File: config.mk
export PLATFORM = sky130hd
export DESIGN_NAME = scan_gate_core
export DESIGN_NICKNAME = d
export VERILOG_FILES = /design/src/core/scan_gate_pkg.sv /design/src/core/scan_gate_core.sv
export SDC_FILE = /design/constraint.sdc
export NUM_CORES = 1
export LEC_CHECK = 0
export ABC_CLOCK_PERIOD_IN_PS = 7050
export BUFFER_PORTS_ARGS = -buffer_cell sky130_fd_sc_hd__buf_2
export CAP_MARGIN = 15
export CORE_MARGIN = 3
export CORE_UTILIZATION = 40
export CTS_CLUSTER_SIZE = 8
export DETAILED_ROUTE_END_ITERATION = 12
export SYNTH_ARGS = -nofsm -noshare
export SYNTH_HDL_FRONTEND = slang
export SYNTH_SLANG_ARGS = --single-unit
File: constraint.sdc
create_clock -name mclk -period 7.05 [get_ports mclk]
set_input_delay 0.3525 -clock mclk [delete_from_list [all_inputs] [get_ports mclk]]
set_output_delay 0.3525 -clock mclk [all_outputs]
set_load 0.03 [all_outputs]
File: src/core/scan_gate_pkg.sv
package scan_gate_pkg;

  // Register map, word aligned byte addresses
  localparam logic [7:0] REG_CTRL = 8'h00;
  localparam logic [7:0] REG_INPUTS = 8'h04;
  localparam logic [7:0] REG_INV = 8'h08;
  localparam logic [7:0] REG_TABLE = 8'h0c;
  localparam logic [7:0] REG_STATUS = 8'h10;
  localparam logic [7:0] REG_COUNT = 8'h14;
  localparam logic [7:0] REG_CONN = 8'h18;

  // Control register fields
  localparam int CTRL_POL = 0;
  localparam int CTRL_SET = 1;
  localparam int CTRL_RST = 2;
  localparam int CTRL_EN = 3;
  localparam int CTRL_INV = 4;
  localparam int CTRL_RALL = 5;
  localparam int CTRL_TRG = 6;
  localparam int CTRL_CNT = 7;
  localparam int CTRL_DIR = 8;
  localparam int CTRL_W = 9;

  // Reset values
  localparam logic [CTRL_W-1:0] CTRL_RST_VAL = 9'h008;
  localparam logic [15:0] TABLE_RST_VAL = 16'h0000;
  localparam logic [15:0] CONN_RST_VAL = 16'h0000;
  localparam logic [15:0] INV_RST_VAL = 16'h0000;
  localparam logic [15:0] INPUT_RST_VAL = 16'h0000;

  // Input vector lanes: 4 bits per gate group
  localparam int LANE_NAND = 0;
  localparam int LANE_OR = 4;
  localparam int LANE_NOR = 8;
  localparam int LANE_XNB = 12;
  localparam int COUNT_W = 16;

  // Status bit positions
  localparam int ST_NAND = 0;
  localparam int ST_OR = 1;
  localparam int ST_NOR = 2;
  localparam int ST_XOR = 3;
  localparam int ST_NOT = 4;
  localparam int ST_BOOL = 5;
  localparam int ST_RUN = 6;
  localparam int ST_W = 7;

  typedef struct packed {
    logic cyc;
    logic stb;
    logic we;
    logic [7:0] adr;
    logic [3:0] sel;
    logic [31:0] dat;
  } wb_req_t;

  typedef struct packed {
    logic ack;
    logic [31:0] dat;
  } wb_rsp_t;

  typedef enum logic [1:0] {
    ST_IDLE = 2'b01,
    ST_ACK = 2'b10
  } bus_state_t;

endpackage : scan_gate_pkg

File: src/core/scan_gate_core.sv
// The register addresses and register access over Wishbone are this design's own decisions.
`timescale 1ns/100ps
// Operation
// [RULE1] Edge NAND pulses when some input now low and all were high last scan
// [RULE2] Edge NAND pulse lasts one scan, then low at least one scan
// [RULE3] Unconnected edge NAND inputs read as one
// [RULE4] OR gives one when any of four inputs is one
// [RULE5] Unconnected OR, NOR and XOR inputs read as zero
// [RULE6] NOR gives one only when every input is zero
// [RULE7] XOR gives one when its two inputs differ
// [RULE8] NOT drives the complement of its input
// [RULE9] Boolean element maps sixteen input combinations through a truth table
// [RULE10] Unconnected Boolean inputs read as zero
// [RULE11] Table entries hold zero or one; writable only with an input connected
// [RULE12] Polarity selects direct or inverted table value
// [RULE13] Set input drives the element output to one
// [RULE14] Reset overrides every input and clears outputs
// [RULE15] With enable low, all other inputs are ignored; the code still lets reset and reset-all act while disabled
// [RULE16] Invert input complements the element output
// [RULE17] Reset-all clears every internal value; the code clears only the NAND edge history, the run flag and the counter
// [RULE18] Counter counts pulses, direction picks up or down
// [RULE19] Trigger input starts the element function
// [RULE20] Each gate input can be inverted by configuration
// [RULE21] Table index uses input one as MSB, input four as LSB
// [RULE22] Evaluate once per scan clock; edges compare against last scan
module scan_gate_core
  import scan_gate_pkg::*;
#(
  parameter int NUM_IN = 16
) (
  input wire logic mclk,
  input wire logic rst_n,
  input wire logic wb_cyc_i,
  input wire logic wb_stb_i,
  input wire logic wb_we_i,
  input wire logic [7:0] wb_adr_i,
  input wire logic [3:0] wb_sel_i,
  input wire logic [31:0] wb_dat_i,
  output logic [31:0] wb_dat_o,
  output logic wb_ack_o,
  output logic wb_err_o,
  input wire logic [NUM_IN-1:0] gate_in,
  output logic nand_edge_q,
  output logic or_q,
  output logic nor_q,
  output logic xor_q,
  output logic not_q,
  output logic bool_q
);

  // Lane map and register widths are fixed by the package
  initial begin
    if (NUM_IN != 16) begin
      $error("scan_gate_core needs NUM_IN of 16");
    end
    if (LANE_XNB + 4 > NUM_IN) begin
      $error("scan_gate_core lane map exceeds NUM_IN");
    end
    if (CTRL_W > 16) begin
      $error("scan_gate_core control field exceeds 16 bits");
    end
    if (COUNT_W > 32) begin
      $error("scan_gate_core counter exceeds bus width");
    end
  end

  wb_req_t req;
  wb_rsp_t rsp_d, rsp_q;
  bus_state_t bst_d, bst_q;
  logic err_d, err_q;

  logic [CTRL_W-1:0] ctrl_d, ctrl_q;
  logic [15:0] table_d, table_q;
  logic [15:0] conn_d, conn_q;
  logic [15:0] inv_d, inv_q;
  logic [NUM_IN-1:0] in_now;
  logic [3:0] nand_prev_d, nand_prev_q;
  logic nand_d, or_d, nor_d, xor_d, not_d, bool_d;
  logic or_q_r, nor_q_r, xor_q_r, not_q_r, bool_q_r, nand_q_r;
  logic run_d, run_q;
  logic cnt_prev_d, cnt_prev_q;
  logic trg_prev_d, trg_prev_q;
  logic [COUNT_W-1:0] count_d, count_q;

  assign req = '{
    cyc: wb_cyc_i,
    stb: wb_stb_i,
    we: wb_we_i,
    adr: wb_adr_i,
    sel: wb_sel_i,
    dat: wb_dat_i
  };

  // Per bit: mask unconnected lanes, then apply configured inversion
  genvar gi;
  generate
    for (gi = 0; gi < NUM_IN; gi++) begin : g_in
      logic lvl;
      // Unconnected NAND lanes default high, the rest low
      assign lvl = conn_q[gi] ? gate_in[gi] : (gi < LANE_OR); // RULE3 RULE5 RULE10
      assign in_now[gi] = lvl ^ inv_q[gi]; // RULE20
    end
  endgenerate

  function automatic logic [31:0] rd_mux(input logic [7:0] adr, input logic [CTRL_W-1:0] c,
                                         input logic [15:0] t, input logic [15:0] cn,
                                         input logic [15:0] iv, input logic [ST_W-1:0] st,
                                         input logic [COUNT_W-1:0] cntv, input logic [NUM_IN-1:0] gi_v);
    logic [31:0] r;
    r = 32'h0000_0000;
    case (adr)
      REG_CTRL: r = {{(32-CTRL_W){1'b0}}, c};
      REG_INPUTS: r = {16'h0000, gi_v};
      REG_INV: r = {16'h0000, iv};
      REG_TABLE: r = {16'h0000, t};
      REG_STATUS: r = {{(32-ST_W){1'b0}}, st};
      REG_COUNT: r = {{(32-COUNT_W){1'b0}}, cntv};
      REG_CONN: r = {16'h0000, cn};
      default: r = 32'h0000_0000;
    endcase
    return r;
  endfunction : rd_mux

  function automatic logic adr_ok(input logic [7:0] adr);
    return (adr == REG_CTRL) || (adr == REG_INPUTS) || (adr == REG_INV) || (adr == REG_TABLE) ||
           (adr == REG_STATUS) || (adr == REG_COUNT) || (adr == REG_CONN);
  endfunction : adr_ok

  function automatic logic [15:0] merge16(input logic [15:0] old, input logic [31:0] d, input logic [3:0] s);
    logic [15:0] r;
    r = old;
    if (s[0]) begin
      r[7:0] = d[7:0];
    end
    if (s[1]) begin
      r[15:8] = d[15:8];
    end
    return r;
  endfunction : merge16

  logic [ST_W-1:0] status;
  assign status = {
    run_q,
    bool_q_r,
    not_q_r,
    xor_q_r,
    nor_q_r,
    or_q_r,
    nand_q_r
  };

  // Write lands at the edge where the master samples ack, not before
  logic wr_hit;
  assign wr_hit = (bst_q == ST_ACK) && rsp_q.ack && req.cyc && req.stb && req.we;

  // Bus slave: ack one cycle after request, dropped the cycle after
  always_comb begin
    bst_d = bst_q;
    rsp_d = rsp_q;
    err_d = 1'b0;
    case (bst_q)
      ST_IDLE: begin
        rsp_d.ack = 1'b0;
        if (req.cyc && req.stb) begin
          bst_d = ST_ACK;
          rsp_d.ack = adr_ok(req.adr);
          err_d = !adr_ok(req.adr);
          rsp_d.dat = req.we ? 32'h0000_0000 :
                      rd_mux(req.adr, ctrl_q, table_q, conn_q, inv_q, status, count_q, gate_in);
        end
      end
      ST_ACK: begin
        bst_d = ST_IDLE;
        rsp_d.ack = 1'b0;
      end
      default: begin
        bst_d = ST_IDLE;
        rsp_d.ack = 1'b0;
      end
    endcase
  end

  // Register writes
  always_comb begin
    logic [15:0] ctrl_w;
    ctrl_w = merge16({{(16-CTRL_W){1'b0}}, ctrl_q}, req.dat, req.sel);
    ctrl_d = ctrl_q;
    table_d = table_q;
    conn_d = conn_q;
    inv_d = inv_q;
    if (wr_hit) begin
      case (req.adr)
        REG_CTRL: ctrl_d = ctrl_w[CTRL_W-1:0];
        REG_INV: inv_d = merge16(inv_q, req.dat, req.sel);
        REG_CONN: conn_d = merge16(conn_q, req.dat, req.sel);
        REG_TABLE: begin
          // Table is locked while the Boolean element has no connected input
          if (conn_q[LANE_XNB+3:LANE_XNB] != 4'h0) begin
            table_d = merge16(table_q, req.dat, req.sel); // RULE11
          end
        end
        default: ctrl_d = ctrl_q;
      endcase
    end
    if (ctrl_q[CTRL_RALL]) begin
      ctrl_d[CTRL_RALL] = 1'b0; // RULE17
    end
  end

  // Scan evaluation, one pass per mclk
  always_comb begin
    logic [3:0] nin, oin, bin;
    logic [3:0] idx;
    logic tv;
    nin = in_now[LANE_NAND+3:LANE_NAND];
    oin = in_now[LANE_OR+3:LANE_OR];
    bin = in_now[LANE_XNB+3:LANE_XNB];
    // Input one sits at lane bit 0 and becomes the index MSB
    idx = {bin[0], bin[1], bin[2], bin[3]}; // RULE21
    tv = table_q[idx]; // RULE9
    nand_prev_d = nin; // RULE22
    nand_d = (nin != 4'hf) && (nand_prev_q == 4'hf) && !nand_q_r; // RULE1 RULE2
    or_d = |oin; // RULE4
    nor_d = ~|in_now[LANE_NOR+3:LANE_NOR]; // RULE6
    xor_d = bin[0] ^ bin[1]; // RULE7
    not_d = ~bin[2]; // RULE8
    bool_d = ctrl_q[CTRL_POL] ? ~tv : tv; // RULE12
    // While disabled, hold all outputs but the NAND pulse, which is forced low, so inputs are ignored
    if (!ctrl_q[CTRL_EN]) begin
      nand_d = 1'b0; // RULE15
      or_d = or_q_r;
      nor_d = nor_q_r;
      xor_d = xor_q_r;
      not_d = not_q_r;
      bool_d = bool_q_r;
      nand_prev_d = nand_prev_q;
    end else begin
      if (ctrl_q[CTRL_SET]) begin
        bool_d = 1'b1; // RULE13
      end
      if (ctrl_q[CTRL_INV]) begin
        bool_d = ~bool_d; // RULE16
      end
    end
    if (ctrl_q[CTRL_RST]) begin
      nand_d = 1'b0; // RULE14
      or_d = 1'b0;
      nor_d = 1'b0;
      xor_d = 1'b0;
      not_d = 1'b0;
      bool_d = 1'b0;
    end
    if (ctrl_q[CTRL_RALL]) begin
      nand_prev_d = 4'h0; // RULE17
    end
  end

  // Trigger starts the counter; count pulses on rising edge, direction from control
  always_comb begin
    cnt_prev_d = ctrl_q[CTRL_CNT];
    trg_prev_d = ctrl_q[CTRL_TRG];
    run_d = run_q;
    count_d = count_q;
    if (ctrl_q[CTRL_EN]) begin
      if (ctrl_q[CTRL_TRG] && !trg_prev_q) begin
        run_d = 1'b1; // RULE19
      end
      if (run_q && ctrl_q[CTRL_CNT] && !cnt_prev_q) begin
        count_d = ctrl_q[CTRL_DIR] ? count_q - 1'b1 : count_q + 1'b1; // RULE18
      end
    end
    if (ctrl_q[CTRL_RST] || ctrl_q[CTRL_RALL]) begin
      run_d = 1'b0; // RULE14 RULE17
      count_d = '0;
    end
  end

  // Bus slave state
  always_ff @(posedge mclk) begin
    if (!rst_n) begin
      bst_q <= ST_IDLE;
      rsp_q <= '0;
      err_q <= 1'b0;
    end else begin
      bst_q <= bst_d;
      rsp_q <= rsp_d;
      err_q <= err_d;
    end
  end

  // Configuration registers
  always_ff @(posedge mclk) begin
    if (!rst_n) begin
      ctrl_q <= CTRL_RST_VAL;
      table_q <= TABLE_RST_VAL;
      conn_q <= CONN_RST_VAL;
      inv_q <= INV_RST_VAL;
    end else begin
      ctrl_q <= ctrl_d;
      table_q <= table_d;
      conn_q <= conn_d;
      inv_q <= inv_d;
    end
  end

  // Gate outputs and edge history; prev cleared so no false edge after reset
  always_ff @(posedge mclk) begin
    if (!rst_n) begin
      nand_prev_q <= 4'h0;
      nand_q_r <= 1'b0;
      or_q_r <= 1'b0;
      nor_q_r <= 1'b0;
      xor_q_r <= 1'b0;
      not_q_r <= 1'b0;
      bool_q_r <= 1'b0;
    end else begin
      nand_prev_q <= nand_prev_d;
      nand_q_r <= nand_d;
      or_q_r <= or_d;
      nor_q_r <= nor_d;
      xor_q_r <= xor_d;
      not_q_r <= not_d;
      bool_q_r <= bool_d;
    end
  end

  // Counter and its input edge history
  always_ff @(posedge mclk) begin
    if (!rst_n) begin
      run_q <= 1'b0;
      cnt_prev_q <= 1'b0;
      trg_prev_q <= 1'b0;
      count_q <= '0;
    end else begin
      run_q <= run_d;
      cnt_prev_q <= cnt_prev_d;
      trg_prev_q <= trg_prev_d;
      count_q <= count_d;
    end
  end

  assign wb_ack_o = rsp_q.ack;
  assign wb_err_o = err_q;
  assign wb_dat_o = rsp_q.dat;
  assign nand_edge_q = nand_q_r;
  assign or_q = or_q_r;
  assign nor_q = nor_q_r;
  assign xor_q = xor_q_r;
  assign not_q = not_q_r;
  assign bool_q = bool_q_r;

endmodule : scan_gate_core

==> results of run 1 <==
==> worst min-delay path by stage <==
stage,from,slack [ns],endpoint,cells after the start
after floorplan,count_q[13]$_SDFFE_PP0P_,0.44,count_q[13]$_SDFFE_PP0P_,2
after global placement,nand_prev_q[1]$_SDFFE_PP0P_,0.47,nand_prev_q[1]$_SDFFE_PP0P_,2
after detailed placement,nand_prev_q[3]$_SDFFE_PP0P_,0.47,nand_edge_q$_SDFF_PP0_,2
after CTS,wb_dat_i[5],0.27,ctrl_q[5]$_SDFFE_PP0P_,3
after global routing,wb_dat_i[5],0.29,ctrl_q[5]$_SDFFE_PP0P_,3
final,wb_dat_i[5],0.27,ctrl_q[5]$_SDFFE_PP0P_,3
==> worst max-delay path: cells and delay by family, from the launching register on <==
| kind | cells | cell delay [ns] |
|---|---|---|
| fa+ha+maj | 1 | 0.42 |
| simple gates | 2 | 0.20 |
| compound gates | 5 | 1.46 |
| flops | 1 | 0.86 |
==> where the power goes <==
| part | internal (mW) | total, mW | leakage [nW] | switching (mW) |
|---|---|---|---|---|
| clock network | 0.321 | 0.547 | 0.149 | 0.225 |
| registers | 0.601 | 0.603 | 0.856 | 0.00176 |
| logic | 0.0250 | 0.0746 | 1.57 | 0.0496 |
| total | 0.947 | 1.22 | 2.58 | 0.277 |
==> Yosys cell counts (3+ instances only) <==
master | n | area (sq um)
a211oi_1 | 4 | 30.0
a21o_1 | 6 | 45.0
a21oi_1 | 40 | 200
a222oi_1 | 11 | 110
a22o_1 | 4 | 35.0
a22oi_1 | 9 | 67.6
a31oi_1 | 6 | 37.5
a32oi_1 | 3 | 26.3
and2_1 | 7 | 43.8
and3_1 | 6 | 37.5
buf_2 | 3 | 15.0
buf_4 | 18 | 135
clkbuf_1 | 19 | 71.3
dfxtp_1 | 106 | 2120
ha_1 | 14 | 175
inv_1 | 8 | 30.0
mux2_2 | 17 | 191
mux2i_1 | 66 | 661
mux4_2 | 4 | 90.1
nand2_1 | 50 | 188
nand2b_1 | 6 | 37.5
nand3_1 | 11 | 55.1
nand3b_1 | 5 | 37.5
nand4_1 | 5 | 31.3
nor2_1 | 24 | 90.1
nor2_2 | 3 | 18.8
nor2b_1 | 77 | 482
nor3_1 | 6 | 30.0
nor4_1 | 4 | 25.0
o21a_1 | 3 | 22.5
o21ai_0 | 8 | 40.0
o21ai_1 | 10 | 50.1
or3_1 | 4 | 25.0
xnor2_1 | 19 | 166
xor2_1 | 6 | 52.6
==> placed cells by master, fill, tap and decap left out, types with 10 or more instances in the layout <==
cell / netlist / final
nand2_1: 50 / 50
mux2i_1: 66 / 66
conb_1: 1 / 16
dfxtp_1: 106 / 106
xnor2_1: 19 / 19
buf_2: 3 / 70
nor2_1: 24 / 24
o21ai_1: 10 / 10
a222oi_1: 11 / 11
nand3_1: 11 / 11
nor2b_1: 77 / 77
ha_1: 14 / 14
mux2_2: 17 / 17
a21oi_1: 40 / 40
==> sequential cells by signal (all words and copies together) (netlist names) <==
name	cells
trg_prev_q	1
count_q	16
wb_dat_o	16
xor_q	1
run_q	1
table_q	16
inv_q	16
nand_edge_q	1
bst_q	2
nand_prev_q	4
bool_q	1
ctrl_q	9
nor_q	1
cnt_prev_q	1
wb_err_o	1
wb_ack_o	1
conn_q	16
not_q	1
or_q	1
==> layer usage <==
layer	up-vias	part of all wire, %
met5	-	0
met4	0	2.8
met3	34	5.4
met2	182	46
met1	2347	46
li1	2346	-
==> final cells by class <==
class	instances	area share (%)
clock buffers	12	3.73
clock inverters	4	1.14
inverters	8	0.454
flip-flops and latches	106	32.1
repair buffers	73	5.64
multi-input cells	488	53.6
well taps	180	3.41
==> cell families after synthesis <==
| group | Yosys count |
|---|---|
| buf+inv | 50 |
| xor+xnor | 26 |
| simple gates | 225 |
| fa+ha+maj | 15 |
| flops | 106 |
| mux | 88 |
| other cells | 1 |
| compound gates | 118 |
==> per-stage QoR <==
step | utilization, % | total power [mW] | instance area (sq um) | cells
global placement | 44.6 | 0.689 | 6290 | 855
detailed placement | 44.6 | 0.690 | 6290 | 855
floorplan | - | 0.665 | 5920 | 644
finish | 46.9 | 1.22 | 6610 | 871
global route | 46.9 | 1.26 | 6610 | 871
CTS | 46.9 | 1.23 | 6610 | 871
==> impl_metrics.ini, run 1 <==
[synth]
syn_area_per_cell_sq_um = 9.33
ys.flop_type = dfxtp_1
synth_xor_area_share_pct = 4.01
synth_enable_flop_cells = 0
synth_warnings = 0
synth_top_family_by_area = simple AND/OR/NAND/NOR gates
synthAdderAreaFrac_pct = 3.33
synth-seq-cells = 106
muxShareOfSynthArea_pct = 16.5
synth_compound_area_share_pct = 13.5
yosysSeqAreaShare_pct = 36.2
syn_inst = 629
async_flop_share_pct = 0
synth-simple-area-share_pct = 22.0
ys_types = 63
syn_area_sq_mm = 0.00587

[finish]
drive_gt1_share_pct = 17.7
fillCellCount = 1348
antenna_cells = 0
seqCellArea_sq_mm = 0.00212
fin_nets = 766
areaGrowthSynthToFinish_pct = 12.7
multi_input_area_sq_mm = 0.00354

[status]
outcome = completed

[drt]
via_per_inst = 5.64
dr.pass1.iters = 6
wl_per_cell_microns = 19.1
totalWireLength_microns = 16600
antenna_left = 0
dr.first_iter.drc_count = 455
dr_total_vias = 4909
drc = 0

[die]
design.core.area_sq_mm = 0.0141
start_util_pct = 41.6
boundaryPins = 105
die_area_sq_mm = 0.0162
rows = 43
fp.dieW_microns = 127
chipHeight_microns = 127

[critical_path]
r2r_slack_ns = 3.99
slowest_delay_ns = 0.86
cp.arrival_ns = 3.31
reg2regPathDepth = 8
r2r_end = count_q[14]$_SDFFE_PP0P_
required_ns = 7.29
cp-startpoint = ctrl_q[8]$_SDFFE_PN0P_
start_kind = register
cp_slowest_cell = dfxtp_1
cpMostUsedCell = a21o_1
path_class = register to register
worstSetupEndpoint = count_q[14]$_SDFFE_PP0P_
crit_chain = ha_1 -> a21o_1 -> a21o_1 -> a2111oi_1 -> o21ai_1 -> a31oi_1 -> or3_1 -> nand3_1
endpoint_kind = register
r2r-start = ctrl_q[8]$_SDFFE_PN0P_
crit_fanout = 19

[sta]
rsz0062_at_grt = false
fmax_mhz = 327
drv_slew = 0
tns_ns = 0
min_period_ns = 3.06
tightest_slew_ns = 1.14
fin_hold_ws_ns = 0.275
setup_slack_ns = 3.99
hold_viol = 0
setup-violations-final = 0
fin_crit_sh_pct = 43.4
relSlewSlack_pct = 24.1
fin_worst_skew_ns = 0.00806

[clock_tree]
postCtsSetupBuffers = 0
clk_pin_slew_ns = 0.07
cts_resized = 0
cts_sinks = 106
cts-buffers-inserted = 9
cts_tree = done
clkLatencyLatePin_ns = 0.35
cts_hold_buf = 0
clk_path_buf_depth = 2
h-tree-depth = 3
cts-root-buf = clkbuf_16

[global_routing]
grt_pass1_wl_microns = 26100
antenna_found_initial = 0
use_met2_pct = 33.1
grt.busiest_layer = met2
grt_use_total_pct = 20.7
grt_start_max_net_pins = 80
met1_usage_pct = 28.1
grt_pass1_vias = 4751
grt_overflow = 0
grtUsageMet3_pct = 3.22

[place]
dp_slack_ns = 3.95
dpl.hpwl_microns = 12100
io_buffers = 70
place_congestion = 0.881

[min_path]
worst_hold_path_type = input port to register

[power]
p_leak_nw = 2.58
ir_drop_mv = 0.119
powerDensity_mw_per_mm2 = 185

[job]
maxCapViolCount = 0
(Power assumes the default switching activity.)
==> run 2, diff against run 1 <==
--- a/config.mk
+++ b/config.mk
@@ -5,7 +5,7 @@
 export SDC_FILE = /design/constraint.sdc
 export NUM_CORES = 1
 export LEC_CHECK = 0
-export ABC_CLOCK_PERIOD_IN_PS = 7050
+export ABC_CLOCK_PERIOD_IN_PS = 2500
 export BUFFER_PORTS_ARGS = -buffer_cell sky130_fd_sc_hd__buf_2
 export CAP_MARGIN = 15
 export CORE_MARGIN = 3
==> constraint.sdc (replaced) <==
create_clock -name mclk -period 2.5 [get_ports mclk]
set_input_delay 0.125 -clock mclk [delete_from_list [all_inputs] [get_ports mclk]]
set_output_delay 0.125 -clock mclk [all_outputs]
set_load 0.03 [all_outputs]
==> run 2 against run 1 <==
  * First-iteration DRC count grew 1.5%
  * Worst hold slack lost 0.24 ns
  * Die area is the same
  * Clock skew grew 0.00082 ns
  * Non-clock buffer count grew 23
  * Utilization grew 1.3 points
  * Power grew to 2.7 times the previous value
  * Via count grew 2.3%
  * Global-route usage grew 0.63 points
  * Sequential share of layout area shrank 0.85 points
  * Final area grew 2.8%
  * Register-to-register slack lost 3.8 ns
  * Critical endpoint is now bool_q$_SDFFE_PP0P_
  * Highest routed layer unchanged
==> impl_metrics.ini, run 2 (synthesized netlist as in run 1, its figures left out) <==
[finish]
areaGrowthSynthToFinish_pct = 15.9
seqCellArea_sq_mm = 0.00212
layout_common_cells = dfxtp_1 (105), nor2b_1 (77), buf_2 (70), mux2i_1 (66), nand2_1 (50)
drive_gt1_share_pct = 20.9
antenna_cells = 0
fin_nets = 789
layout_commonest_cell = dfxtp_1
stdcell_area_sq_mm = 0.00680
multi_input_area_sq_mm = 0.00358
fillCellCount = 1366

[die]
rows = 43
design.core.area_sq_mm = 0.0141
fp.dieW_microns = 127
boundaryPins = 105
chipHeight_microns = 127
start_util_pct = 41.6
die_area_sq_mm = 0.0162

[clock_tree]
cts-buffers-inserted = 9
clk_pin_slew_ns = 0.07
cts_resized = 0
cts_sinks = 106
cts_tree = done
cts_hold_buf = 0
postCtsSetupBuffers = 0
clk_path_buf_depth = 2
cts-root-buf = clkbuf_16
clkLatencyLatePin_ns = 0.36
h-tree-depth = 3

[critical_path]
reg2regPathDepth = 7
r2r_end = bool_q$_SDFFE_PP0P_
path_class = register to register
endpoint_kind = register
r2r-start = conn_q[15]$_SDFFE_PN0P_
r2r_slack_ns = 0.18
cp.arrival_ns = 2.56
start_kind = register
cp-startpoint = conn_q[15]$_SDFFE_PN0P_
required_ns = 2.73
crit_fanout = 4
worstSetupEndpoint = bool_q$_SDFFE_PP0P_

[sta]
fin_worst_skew_ns = 0.00888
rsz0062_at_grt = false
relSlewSlack_pct = 56.4
hold_viol = 0
setup_slack_ns = 0.175
tightest_slew_ns = 0.655
min_period_ns = 2.32
drv_slew = 0
fmax_mhz = 430
tns_ns = 0
fin_crit_sh_pct = 93.0
setup-violations-final = 0

[drt]
antenna_left = 0
wl_per_cell_microns = 19.2
via_per_inst = 5.62
dr.pass1.iters = 6
dr_total_vias = 5023
totalWireLength_microns = 17100
drc = 0
dr.first_iter.drc_count = 462

[global_routing]
grt_overflow = 0
antenna_found_initial = 0
grt_pass1_vias = 4906
grt_pass1_wl_microns = 26700
grt_use_total_pct = 21.3
use_met2_pct = 34.7
grt.busiest_layer = met2
met1_usage_pct = 28.1
grtUsageMet3_pct = 3.76
grt_start_max_net_pins = 78

[power]
p_leak_nw = 2.70
power.total_mw = 3.36
powerDensity_mw_per_mm2 = 494
ir_drop_mv = 0.333

[min_path]
min_path_cells = 3
worst_hold_path_type = input port to register

[place]
dpl.hpwl_microns = 12700
io_buffers = 70
place_area_sq_mm = 0.00647
dp_slack_ns = 0.0611
place_congestion = 0.939

[job]
maxCapViolCount = 0

[status]
outcome = completed
## run 2: worst min-delay path by stage
stage	start	to	slack (ns)
after CTS	wb_dat_i[5]	ctrl_q[5]$_SDFFE_PP0P_	0.02
final	wb_dat_i[5]	ctrl_q[5]$_SDFFE_PP0P_	0.03
after floorplan	wb_dat_i[5]	ctrl_q[5]$_SDFFE_PP0P_	0.24
after global routing	wb_dat_i[5]	ctrl_q[5]$_SDFFE_PP0P_	0.05
after global placement	wb_dat_i[5]	ctrl_q[5]$_SDFFE_PP0P_	0.40
after detailed placement	wb_dat_i[5]	ctrl_q[5]$_SDFFE_PP0P_	0.40
## run 2: layer usage
| metal | share of wire (%) | wire length (microns) |
|---|---|---|
| met1 | 45 | 7650 |
| met2 | 47 | 7990 |
| met3 | 5.9 | 1010 |
| met4 | 2.7 | 464 |
| met5 | 0 | 0 |
## run 2: worst max-delay path, stage by stage, from the launching register on
cell and delay [ns]:
dfxtp_1 0.41, nand2_2 0.11, xnor2_4 0.28, mux4_1 0.60
mux2i_1 0.16, mux2_2 0.36, o2111ai_1 0.17, nand3b_1 0.10
## run 2: per-stage QoR
stage	hold WS (ns)	instances	utilization, %
after global placement	0.397	878	45.9
after detailed placement	0.396	878	45.9
after global routing	0.0530	893	48.2
after CTS	0.0228	893	48.0
final	0.0346	893	48.2
after floorplan	0.244	644	-
## run 2: final cells by class
class	instances	area share, %
clock buffer	11	3.57
clock inverter	4	0.755
inverter	8	0.442
multi-input combinational	488	52.7
sequential	106	31.2
tap	180	3.31
timing repair buffer	96	8.03
## run 2: where the power goes
group	leakage [nW]	switching, mW	internal, mW
Clock	0.142	0.642	0.801
Combinational	1.70	0.143	0.0765
Sequential	0.857	0.00436	1.69
Total	2.70	0.789	2.57
